File: src/core/sfx_consts.vh
`ifndef SFX_CONSTS_VH
`define SFX_CONSTS_VH

// Instruction codes
`define SFX_OP_WREN 8'h06
`define SFX_OP_WRDI 8'h04
`define SFX_OP_RDSR 8'h05
`define SFX_OP_WRSR 8'h01
`define SFX_OP_VOLEN 8'h50
`define SFX_OP_READ 8'h03
`define SFX_OP_FAST 8'h0b
`define SFX_OP_RDID 8'hab
`define SFX_OP_MFID 8'h90
`define SFX_OP_STDID 8'h9f

// Status register layout
`define SFX_SR_BUSY 0
`define SFX_SR_WEL 1
`define SFX_SR_LOCK 7
`define SFX_SR_WMASK 8'hbc
`define SFX_SR_RESET 8'h00

// Frame lengths in serial clock bits
`define SFX_OP_BITS 5'd8
`define SFX_ADDR_BITS 5'd24
`define SFX_DUMMY_BITS 5'd8

// Identification bytes, values arbitrary
`define SFX_MFR_ID 8'h3c
`define SFX_DEV_ID 8'h21
`define SFX_MEM_TYPE 8'h52
`define SFX_CAPACITY 8'h17

// Timing
`define SFX_CLK_PERIOD_NS 10
`define SFX_STATUS_WRITE_TIME_NS 15000000

// Byte fill when the read buffer has run dry
`define SFX_FILL_BYTE 8'hff

`endif

File: src/core/sfx_flash_front.v
// Function
// - Write-enable opcode then deselect sets the write latch flag.
// - Write-disable opcode then deselect clears the write latch flag.
// - Latch flag cleared at reset and when a status write cycle completes.
// - Status read shifts eight status bits out MSB first on falling edges.
// - Status byte repeats with fresh value until chip select rises.
// - Status read accepted at any time, even while busy.
// - Status write is opcode plus one byte; non-volatile write needs latch set, volatile does not.
// - Status write changes only bits 7, 5, 4, 3 and 2.
// - Status write discarded unless deselect lands on a byte boundary.
// - Non-volatile status write runs a timed busy cycle, then clears latch.
// - Volatile status write updates at deselect with busy kept low.
// - With lock bit set, status writes refused while guard pin is low.
// - Guard bits mark read-only areas for program and erase logic.
// - Normal read: opcode, 24-bit address, then data MSB first.
// - Read address increments per byte, streaming until deselect.
// - Normal read issued while busy is ignored.
// - Fast read adds eight ignored dummy clocks before data.
// - Device id opcode repeats device id byte until deselect.
// - Id opcodes return maker and device, or maker, type, capacity.
// - All bytes travel MSB first; read bytes leave on serial output.
// - Chip select falling starts an instruction; first byte is opcode.
// - While busy every instruction except status read is ignored.
`timescale 1ns/1ps
`include "sfx_consts.vh"

module sfx_flash_front #(
  parameter ADDR_W = 24,
  parameter TW_CYCLES = `SFX_STATUS_WRITE_TIME_NS / `SFX_CLK_PERIOD_NS
) (
  input wire ref_clk,
  input wire srst,
  input wire clk_en,
  input wire chip_sel_n,
  input wire ser_clk,
  input wire serial_in,
  input wire write_guard_n,
  output reg serial_out,
  output reg serial_out_oe,
  output wire mem_req_valid,
  input wire mem_req_ready,
  output reg [ADDR_W-1:0] mem_req_addr,
  input wire mem_rd_valid,
  output wire mem_rd_ready,
  input wire [7:0] mem_rd_data,
  output wire [7:0] status_out,
  output wire [2:0] block_guard,
  output wire busy
);

  localparam S_IDLE = 3'd0;
  localparam S_CMD = 3'd1;
  localparam S_ADDR = 3'd2;
  localparam S_DUMMY = 3'd3;
  localparam S_WDATA = 3'd4;
  localparam S_OUT = 3'd5;
  localparam S_HOLD = 3'd6;

  localparam SRC_STAT = 2'd0;
  localparam SRC_DATA = 2'd1;
  localparam SRC_ID = 2'd2;
  localparam SRC_JID = 2'd3;

  localparam [31:0] TW_LAST = TW_CYCLES - 1;

  // Pin synchronisers, third stage only for edge detection
  reg cs_s1_q, cs_s2_q, cs_s3_q;
  reg ck_s1_q, ck_s2_q, ck_s3_q;
  reg di_s1_q, di_s2_q;
  reg wp_s1_q, wp_s2_q;

  wire cs_act = ~cs_s2_q;
  wire cs_rise = cs_s2_q & ~cs_s3_q;
  wire cs_fall = ~cs_s2_q & cs_s3_q;
  wire ck_rise = ck_s2_q & ~ck_s3_q & cs_act & ~cs_s3_q;
  wire ck_fall = ~ck_s2_q & ck_s3_q & cs_act & ~cs_s3_q;

  always @(posedge ref_clk) begin
    if (srst) begin
      cs_s1_q <= 1'b1;
      cs_s2_q <= 1'b1;
      cs_s3_q <= 1'b1;
      ck_s1_q <= 1'b0;
      ck_s2_q <= 1'b0;
      ck_s3_q <= 1'b0;
      di_s1_q <= 1'b0;
      di_s2_q <= 1'b0;
      wp_s1_q <= 1'b1;
      wp_s2_q <= 1'b1;
    end else if (clk_en) begin
      cs_s1_q <= chip_sel_n;
      cs_s2_q <= cs_s1_q;
      cs_s3_q <= cs_s2_q;
      ck_s1_q <= ser_clk;
      ck_s2_q <= ck_s1_q;
      ck_s3_q <= ck_s2_q;
      di_s1_q <= serial_in;
      di_s2_q <= di_s1_q;
      wp_s1_q <= write_guard_n;
      wp_s2_q <= wp_s1_q;
    end
  end

  // Frame state
  reg [2:0] st_q;
  reg [7:0] op_q;
  reg [7:0] sh_in_q;
  reg [4:0] bcnt_q;
  reg [ADDR_W-1:0] addr_q;
  reg [1:0] src_q;
  reg [1:0] idx_q;
  reg void_q;
  reg extra_q;
  reg [7:0] wbyte_q;
  reg wgot_q;
  reg [2:0] wpos_q;
  reg [7:0] osh_q;
  reg [2:0] ocnt_q;
  reg fetch_q;

  // Status state
  reg [7:0] nv_q;
  reg wel_q;
  reg busy_q;
  reg vol_q;
  reg [7:0] pend_q;
  reg [31:0] tw_cnt_q;

  // Two-entry read buffer
  reg [7:0] fifo_q [0:1];
  reg wr_ptr_q, rd_ptr_q;
  reg [1:0] fcnt_q;
  reg [1:0] outst_q;

  wire [7:0] status_w = {nv_q[7], 1'b0, nv_q[5:2], wel_q, busy_q};
  wire [7:0] op_w = {sh_in_q[6:0], di_s2_q};
  wire [ADDR_W-1:0] addr_w = {addr_q[ADDR_W-2:0], di_s2_q};
  wire guard_ok = ~nv_q[`SFX_SR_LOCK] | wp_s2_q;

  assign status_out = status_w;
  assign block_guard = nv_q[4:2];
  assign busy = busy_q;

  // Credit keeps buffer plus in-flight fetches within two entries
  // A raised request stands until taken; a new frame waits until old replies drain
  reg req_pend_q;
  reg drain_q;
  wire fetch_ok = fetch_q & ~drain_q;
  wire [2:0] credit = {1'b0, fcnt_q} + {1'b0, outst_q};
  assign mem_req_valid = req_pend_q | (fetch_ok & (credit < 3'd2));
  assign mem_rd_ready = fetch_ok ? (fcnt_q != 2'd2) : 1'b1;
  wire req_fire = mem_req_valid & mem_req_ready;
  wire rsp_fire = mem_rd_valid & mem_rd_ready;
  wire push = rsp_fire & fetch_ok;

  // Next output byte
  reg [7:0] nb;
  always @* begin
    case (src_q)
      SRC_STAT: nb = status_w;
      SRC_DATA: nb = (fcnt_q != 2'd0) ? fifo_q[rd_ptr_q] : `SFX_FILL_BYTE;
      SRC_ID: nb = (idx_q == 2'd1) ? `SFX_MFR_ID : `SFX_DEV_ID;
      SRC_JID: begin
        case (idx_q)
          2'd0: nb = `SFX_MFR_ID;
          2'd1: nb = `SFX_MEM_TYPE;
          default: nb = `SFX_CAPACITY;
        endcase
      end
      default: nb = `SFX_FILL_BYTE;
    endcase
  end

  wire load_byte = ck_fall & (st_q == S_OUT) & (ocnt_q == 3'd0);
  wire pop = load_byte & (src_q == SRC_DATA) & (fcnt_q != 2'd0);

  // Opcode dispatch once the eighth bit is in
  reg [2:0] disp_st;
  reg [1:0] disp_src;
  reg disp_void;
  always @* begin
    disp_src = SRC_STAT;
    disp_void = 1'b0;
    // Only status read passes while busy
    // busy filter
    if (busy_q && op_w != `SFX_OP_RDSR) begin
      disp_st = S_HOLD;
      disp_void = 1'b1;
    end else begin
      case (op_w)
        `SFX_OP_RDSR: disp_st = S_OUT;
        `SFX_OP_WREN: disp_st = S_HOLD;
        `SFX_OP_WRDI: disp_st = S_HOLD;
        `SFX_OP_VOLEN: disp_st = S_HOLD;
        `SFX_OP_WRSR: disp_st = S_WDATA;
        `SFX_OP_READ: disp_st = S_ADDR;
        `SFX_OP_FAST: disp_st = S_ADDR;
        `SFX_OP_RDID: disp_st = S_ADDR;
        `SFX_OP_MFID: disp_st = S_ADDR;
        `SFX_OP_STDID: begin
          disp_st = S_OUT;
          disp_src = SRC_JID;
        end
        default: begin
          disp_st = S_HOLD;
          disp_void = 1'b1;
        end
      endcase
    end
  end

  always @(posedge ref_clk) begin
    if (srst) begin
      st_q <= S_IDLE;
      op_q <= 8'h00;
      sh_in_q <= 8'h00;
      bcnt_q <= 5'd0;
      addr_q <= {ADDR_W{1'b0}};
      src_q <= SRC_STAT;
      idx_q <= 2'd0;
      void_q <= 1'b0;
      extra_q <= 1'b0;
      wbyte_q <= 8'h00;
      wgot_q <= 1'b0;
      wpos_q <= 3'd0;
      osh_q <= 8'h00;
      ocnt_q <= 3'd0;
      fetch_q <= 1'b0;
      mem_req_addr <= {ADDR_W{1'b0}};
      serial_out <= 1'b0;
      serial_out_oe <= 1'b0;
      nv_q <= `SFX_SR_RESET;
      wel_q <= 1'b0;
      busy_q <= 1'b0;
      vol_q <= 1'b0;
      pend_q <= 8'h00;
      tw_cnt_q <= 32'd0;
    end else if (clk_en) begin
      if (busy_q) begin
        if (tw_cnt_q >= TW_LAST) begin
          nv_q <= (nv_q & ~`SFX_SR_WMASK) | (pend_q & `SFX_SR_WMASK);
          busy_q <= 1'b0;
          wel_q <= 1'b0;
        end else begin
          tw_cnt_q <= tw_cnt_q + 32'd1;
        end
      end
      if (req_fire) begin
        mem_req_addr <= mem_req_addr + {{(ADDR_W-1){1'b0}}, 1'b1};
      end
      if (cs_fall) begin
        st_q <= S_CMD;
        bcnt_q <= 5'd0;
        void_q <= 1'b0;
        extra_q <= 1'b0;
        wgot_q <= 1'b0;
        wpos_q <= 3'd0;
        ocnt_q <= 3'd0;
        idx_q <= 2'd0;
      end else if (cs_rise) begin
        st_q <= S_IDLE;
        fetch_q <= 1'b0;
        serial_out_oe <= 1'b0;
        if (!(st_q == S_HOLD && !void_q && op_q == `SFX_OP_VOLEN)) begin
          vol_q <= 1'b0;
        end
        if (st_q == S_HOLD && !void_q && !extra_q) begin
          case (op_q)
            `SFX_OP_WREN: wel_q <= 1'b1;
            `SFX_OP_WRDI: wel_q <= 1'b0;
            `SFX_OP_VOLEN: vol_q <= 1'b1;
            default: vol_q <= 1'b0;
          endcase
        end
        if (st_q == S_WDATA && wgot_q && wpos_q == 3'd0 && guard_ok) begin
          if (vol_q) begin
            nv_q <= (nv_q & ~`SFX_SR_WMASK) | (wbyte_q & `SFX_SR_WMASK);
          end else if (wel_q) begin
            pend_q <= wbyte_q;
            busy_q <= 1'b1;
            tw_cnt_q <= 32'd0;
          end
        end
      end else if (ck_rise) begin
        case (st_q)
          S_CMD: begin
            sh_in_q <= op_w;
            bcnt_q <= bcnt_q + 5'd1;
            if (bcnt_q == `SFX_OP_BITS - 5'd1) begin
              op_q <= op_w;
              st_q <= disp_st;
              src_q <= disp_src;
              void_q <= disp_void;
              bcnt_q <= 5'd0;
            end
          end
          S_ADDR: begin
            addr_q <= addr_w;
            bcnt_q <= bcnt_q + 5'd1;
            if (bcnt_q == `SFX_ADDR_BITS - 5'd1) begin
              bcnt_q <= 5'd0;
              st_q <= S_OUT;
              case (op_q)
                `SFX_OP_READ: begin
                  src_q <= SRC_DATA;
                  fetch_q <= 1'b1;
                  mem_req_addr <= addr_w;
                end
                `SFX_OP_FAST: st_q <= S_DUMMY;
                `SFX_OP_RDID: begin
                  src_q <= SRC_ID;
                  idx_q <= 2'd0;
                end
                default: begin
                  src_q <= SRC_ID;
                  idx_q <= 2'd1;
                end
              endcase
            end
          end
          S_DUMMY: begin
            bcnt_q <= bcnt_q + 5'd1;
            // Early fetch hides buffer latency behind the dummy byte
            if (bcnt_q == 5'd0) begin
              fetch_q <= 1'b1;
              mem_req_addr <= addr_q;
            end
            if (bcnt_q == `SFX_DUMMY_BITS - 5'd1) begin
              st_q <= S_OUT;
              src_q <= SRC_DATA;
            end
          end
          S_WDATA: begin
            sh_in_q <= op_w;
            wpos_q <= wpos_q + 3'd1;
            if (wpos_q == 3'd7) begin
              wbyte_q <= op_w;
              wgot_q <= 1'b1;
            end
          end
          S_HOLD: extra_q <= 1'b1;
          default: st_q <= st_q;
        endcase
      end else if (ck_fall && st_q == S_OUT) begin
        serial_out_oe <= 1'b1;
        if (ocnt_q == 3'd0) begin
          serial_out <= nb[7];
          osh_q <= {nb[6:0], 1'b0};
          ocnt_q <= 3'd7;
          if (src_q == SRC_JID) begin
            idx_q <= (idx_q == 2'd2) ? 2'd0 : idx_q + 2'd1;
          end else if (src_q == SRC_ID && op_q == `SFX_OP_MFID) begin
            idx_q <= (idx_q == 2'd1) ? 2'd2 : 2'd1;
          end
        end else begin
          serial_out <= osh_q[7];
          osh_q <= {osh_q[6:0], 1'b0};
          ocnt_q <= ocnt_q - 3'd1;
        end
      end
    end
  end

  // Read buffer; a stalled consumer only holds back requests, never drops data
  always @(posedge ref_clk) begin
    if (srst) begin
      fifo_q[0] <= 8'h00;
      fifo_q[1] <= 8'h00;
      wr_ptr_q <= 1'b0;
      rd_ptr_q <= 1'b0;
      fcnt_q <= 2'd0;
      outst_q <= 2'd0;
      req_pend_q <= 1'b0;
      drain_q <= 1'b0;
    end else if (clk_en) begin
      req_pend_q <= mem_req_valid & ~mem_req_ready;
      // Replies owed to an ended frame must never land in the next one
      if (cs_rise && (outst_q != 2'd0 || mem_req_valid)) begin
        drain_q <= 1'b1;
      end else if (outst_q == 2'd0 && !mem_req_valid) begin
        drain_q <= 1'b0;
      end
      if (push) begin
        fifo_q[wr_ptr_q] <= mem_rd_data;
      end
      if (cs_fall) begin
        wr_ptr_q <= 1'b0;
        rd_ptr_q <= 1'b0;
        fcnt_q <= 2'd0;
      end else begin
        if (push) begin
          wr_ptr_q <= ~wr_ptr_q;
        end
        if (pop) begin
          rd_ptr_q <= ~rd_ptr_q;
        end
        if (push && !pop) begin
          fcnt_q <= fcnt_q + 2'd1;
        end else if (pop && !push) begin
          fcnt_q <= fcnt_q - 2'd1;
        end
      end
      if (req_fire && !rsp_fire) begin
        outst_q <= outst_q + 2'd1;
      end else if (rsp_fire && !req_fire && outst_q != 2'd0) begin
        outst_q <= outst_q - 2'd1;
      end
    end
  end

endmodule

File: config.mk
export PLATFORM = sky130hd
export DESIGN_NAME = sfx_flash_front
export DESIGN_NICKNAME = d
export VERILOG_FILES = /design/src/core/sfx_flash_front.v
export VERILOG_INCLUDE_DIRS = /design/src /design/src/core
export SDC_FILE = /design/constraint.sdc
export NUM_CORES = 1
export LEC_CHECK = 0
export BUFFER_PORTS_ARGS = -buffer_cell sky130_fd_sc_hd__buf_2
export CELL_PAD_IN_SITES_DETAIL_PLACEMENT = 0
export CELL_PAD_IN_SITES_GLOBAL_PLACEMENT = 1
export CORE_AREA = 2 2 145 147
export CTS_CLUSTER_DIAMETER = 120
export CTS_CLUSTER_SIZE = 20
export DETAILED_ROUTE_END_ITERATION = 10
export DIE_AREA = 0 0 147 149
export PLACE_DENSITY_LB_ADDON = 0.1
export SETUP_SLACK_MARGIN = 0.4
export SKIP_LAST_GASP = 1
export SYNTH_ARGS = -nofsm -noshare
export SYNTH_HDL_FRONTEND = slang
export SYNTH_SLANG_ARGS = --single-unit
File: constraint.sdc
create_clock -name ref_clk -period 3.35 [get_ports ref_clk]
set_input_delay 0.67 -clock ref_clk [delete_from_list [all_inputs] [get_ports ref_clk]]
set_output_delay 0.67 -clock ref_clk [all_outputs]
set_load 0.01 [all_outputs]
==> flow_summary.toml <==
[synth]
yosys_most_used_dff = "dfxtp_1"
netlist_area_mm2 = 0.009389
avgSynthCellArea_um2 = 8.376
synth_top_area_share_pct = 34.75
post-synth-top-area-cell = "dfxtp_1"
ys_top_cells_by_area = "dfxtp_1 35%, nand2_1 5.4%, edfxtp_1 5.1%, mux2i_1 4.6%, a21oi_1 4.5%"
synthesis.nets = 1150
synth_seq_area_share_pct = 39.87
ys_seq_elements = 179
syn_inst = 1121
synth_edf_count = 16
ys_warn_count = 0
synthArstFlopShare_pct = 0
ys_types = 90

[floorplanning]
rows = 53
io_pins = 57
core_mm2 = 0.02056
die_x_um = 147
start_util_pct = 45.67
die_h_um = 149
dieArea_mm2 = 0.02190

[detailed_routing]
firstDrtPassIters = 5
drc = 0
first_iter_violations = 706
wl_um = 26690
drtAntennaViolNets = 0
drt-wirelength-per-cell_um = 18.56
vias_per_cell = 5.941
vias = 8543

[worst_setup_path]
r2r_cells = 8
start_kind = "flop"
crit_path_end_kind = "flop"
rrSetupSlack_ps = 570
crit-reg2reg-launch = "cs_s2_q$_SDFFE_PP1P_"
r2r_end = "mem_req_addr[17]$_SDFFE_PP0P_"
arrival_ps = 3080
crit_type = "reg2reg"
required_ps = 3650
critPathMaxFanout = 16

[clock_tree]
hold_buffers = 0
clockBufferDepth = 2
clkTransAtPathRegs_ps = 70
insertion_delay_ps = 430
cts_made_buffers = 17
ctsRootBufferMaster = "clkbuf_16"
cts_tree = "yes"
numClockSinks = 179
cts_resized = 0
htreeDepth = 4

[global_routing]
antenna_found_initial = 0
grt_start_max_net_pins = 53
track_usage_pct = 24.34
grt_remaining_overflow = 0
grt_pass1_vias = 7996
grt_first_pass_wirelength_um = 42790

[layout]
layout.core_utilization_pct = 51.20
drive_gt1_share_pct = 12.64
nets = 1180
final_common_cell = "dfxtp_1"
area_delta_synth_final_pct = 12.10
antenna_cells = 0
final_cell_mix = "163 x dfxtp_1, 134 x nand2_1, 105 x nor2_1"
stdcell_area_mm2 = 0.01053

[sta]
post-route-period-util_pct = 83.00
clock.fmax_mhz = 359.6
worst_pin_slew_ps = 721.7
finalMaxSlewViolations = 0
setup_tns_ps = 0
final_hold_viol_count = 0
layout_min_cycle_time_ps = 2781
slew_headroom_pct = 51.21
rsz0062_at_grt = "no"
skew_ps = 10.23
setup_viol = 0

[min_path]
min_from = "pend_q[3]$_SDFFE_PP0P_"
worstHoldPathCells = 2
holdPathEnd = "pend_q[3]$_SDFFE_PP0P_"
min_path_type = "reg2reg"

[placement]
portBuffers = 55
gp_congestion = 0.8868
placed_area_mm2 = 0.009879
place_hpwl_um = 18940

[power_and_ir_drop]
power_density_mw_per_mm2 = 442.1
leakage_nw = 3.611
ir_drop_v = 0.0003490

[run_status]
status = "completed"

[flow_run]
cap_violations = 0
[Yosys cell counts, types with 9 or more instances]
| cell type | instances |
|---|---|
| nand2_1 | 134 |
| dfxtp_1 | 163 |
| nand3_1 | 35 |
| mux2i_1 | 43 |
| nor3_1 | 27 |
| edfxtp_1 | 16 |
| a22o_1 | 10 |
| a21oi_1 | 85 |
| nor2b_1 | 9 |
| and3_1 | 23 |
| and2_1 | 21 |
| nand2b_1 | 11 |
| clkbuf_1 | 43 |
| or3_1 | 15 |
| ha_1 | 11 |
| a22oi_1 | 18 |
| inv_1 | 27 |
| nor2_1 | 105 |
| a31oi_1 | 19 |
| o21ai_0 | 55 |
| or4_1 | 10 |
| a211oi_1 | 21 |
| nor4_1 | 15 |
| buf_2 | 12 |
| nand4_1 | 15 |
[per-stage QoR]
step	worst slack [ps]	instances	hold slack (ps)	power, W
2_1_floorplan	456.0	1121	426.8	0.002405
3_3_place_gp	558.7	1406	435.9	0.002485
3_5_place_dp	517.8	1406	441.2	0.002485
4_1_cts	586.0	1438	440.4	0.004694
5_1_grt	400.5	1438	468.9	0.004804
6_report	569.4	1438	452.0	0.004653
[cell families (layout without fill, tap and decap cells)]
kind of cell	Yosys count	in the layout	share of synthesized area, %
and+or+nand+nor	481	481	27.19
AOI/OAI and AO/OA	291	291	20.60
other	1	1	0.03994
xor gates and xnor gates	9	9	0.8396
buffers and inverters	100	142	4.598
adders and majority gates	12	12	1.679
DFF	179	179	39.87
muxes	48	48	5.184
[worst max path at each step]
stage	startpoint	end	slack, ps	depth (start not counted)
6_report	cs_s2_q$_SDFFE_PP1P_	mem_req_addr[17]$_SDFFE_PP0P_	570	8
5_1_grt	outst_q[0]$_SDFFE_PP0P_	mem_req_addr[16]$_SDFFE_PP0P_	400	9
4_1_cts	cs_s2_q$_SDFFE_PP1P_	mem_req_addr[17]$_SDFFE_PP0P_	590	8
3_5_place_dp	outst_q[0]$_SDFFE_PP0P_	mem_req_addr[20]$_SDFFE_PP0P_	520	8
3_3_place_gp	outst_q[0]$_SDFFE_PP0P_	mem_req_addr[20]$_SDFFE_PP0P_	560	8
2_1_floorplan	clk_en	fifo_q[1][0]$_SDFFCE_PN0P_	460	6
[state kept, by name, indices dropped and copies added, names as in the netlist, 7 cells and up, named ones only]
register,cells
addr_q,24
fifo_q,16
mem_req_addr,24
op_q,8
osh_q,7
sh_in_q,7
tw_cnt_q,32
[metal layers]
metal / vias up / global-route usage [%] / routed length [µm]
li1: 4197 / - / -
met3: 30 / 4.251 / 1195
met2: 211 / 39.08 / 12280
met5: - / 0 / 0
met4: 0 / 5.673 / 334
met1: 4105 / 34.40 / 12880
[timing repair]
item                       4_1_cts  5_1_grt
pin swaps                        1        1
buffers inserted                 1        0
hold endpoints to repair         0        0
setup endpoints to repair        1        1
[power breakdown]
group | switching, W | internal (W)
logic | 0.000166 | 0.0000702
registers | 0.0000249 | 0.00218
clock network | 0.000883 | 0.00133
total | 0.00107 | 0.00358
[worst max-delay path, cell delays in order (launching register included)]
cell and delay, ps:
dfxtp_1 510, inv_1 110, ha_1 430, nor2_1 310, nand3_2 210, o31ai_4 600, nor4_1 110, a21oi_1 240
o22ai_1 120
[final cells by class]
class | count | area (µm²)
Clock buffer | 20 | 436.7
Clock inverter | 11 | 201.4
Sequential cell | 179 | 3744
Timing Repair Buffer | 81 | 473.0
Multi-Input combinational cell | 842 | 5214
Fill cell | 2048 | 10030
Tap cell | 275 | 344.1
Inverter | 30 | 112.6
Power figures use the tool's default switching activity.
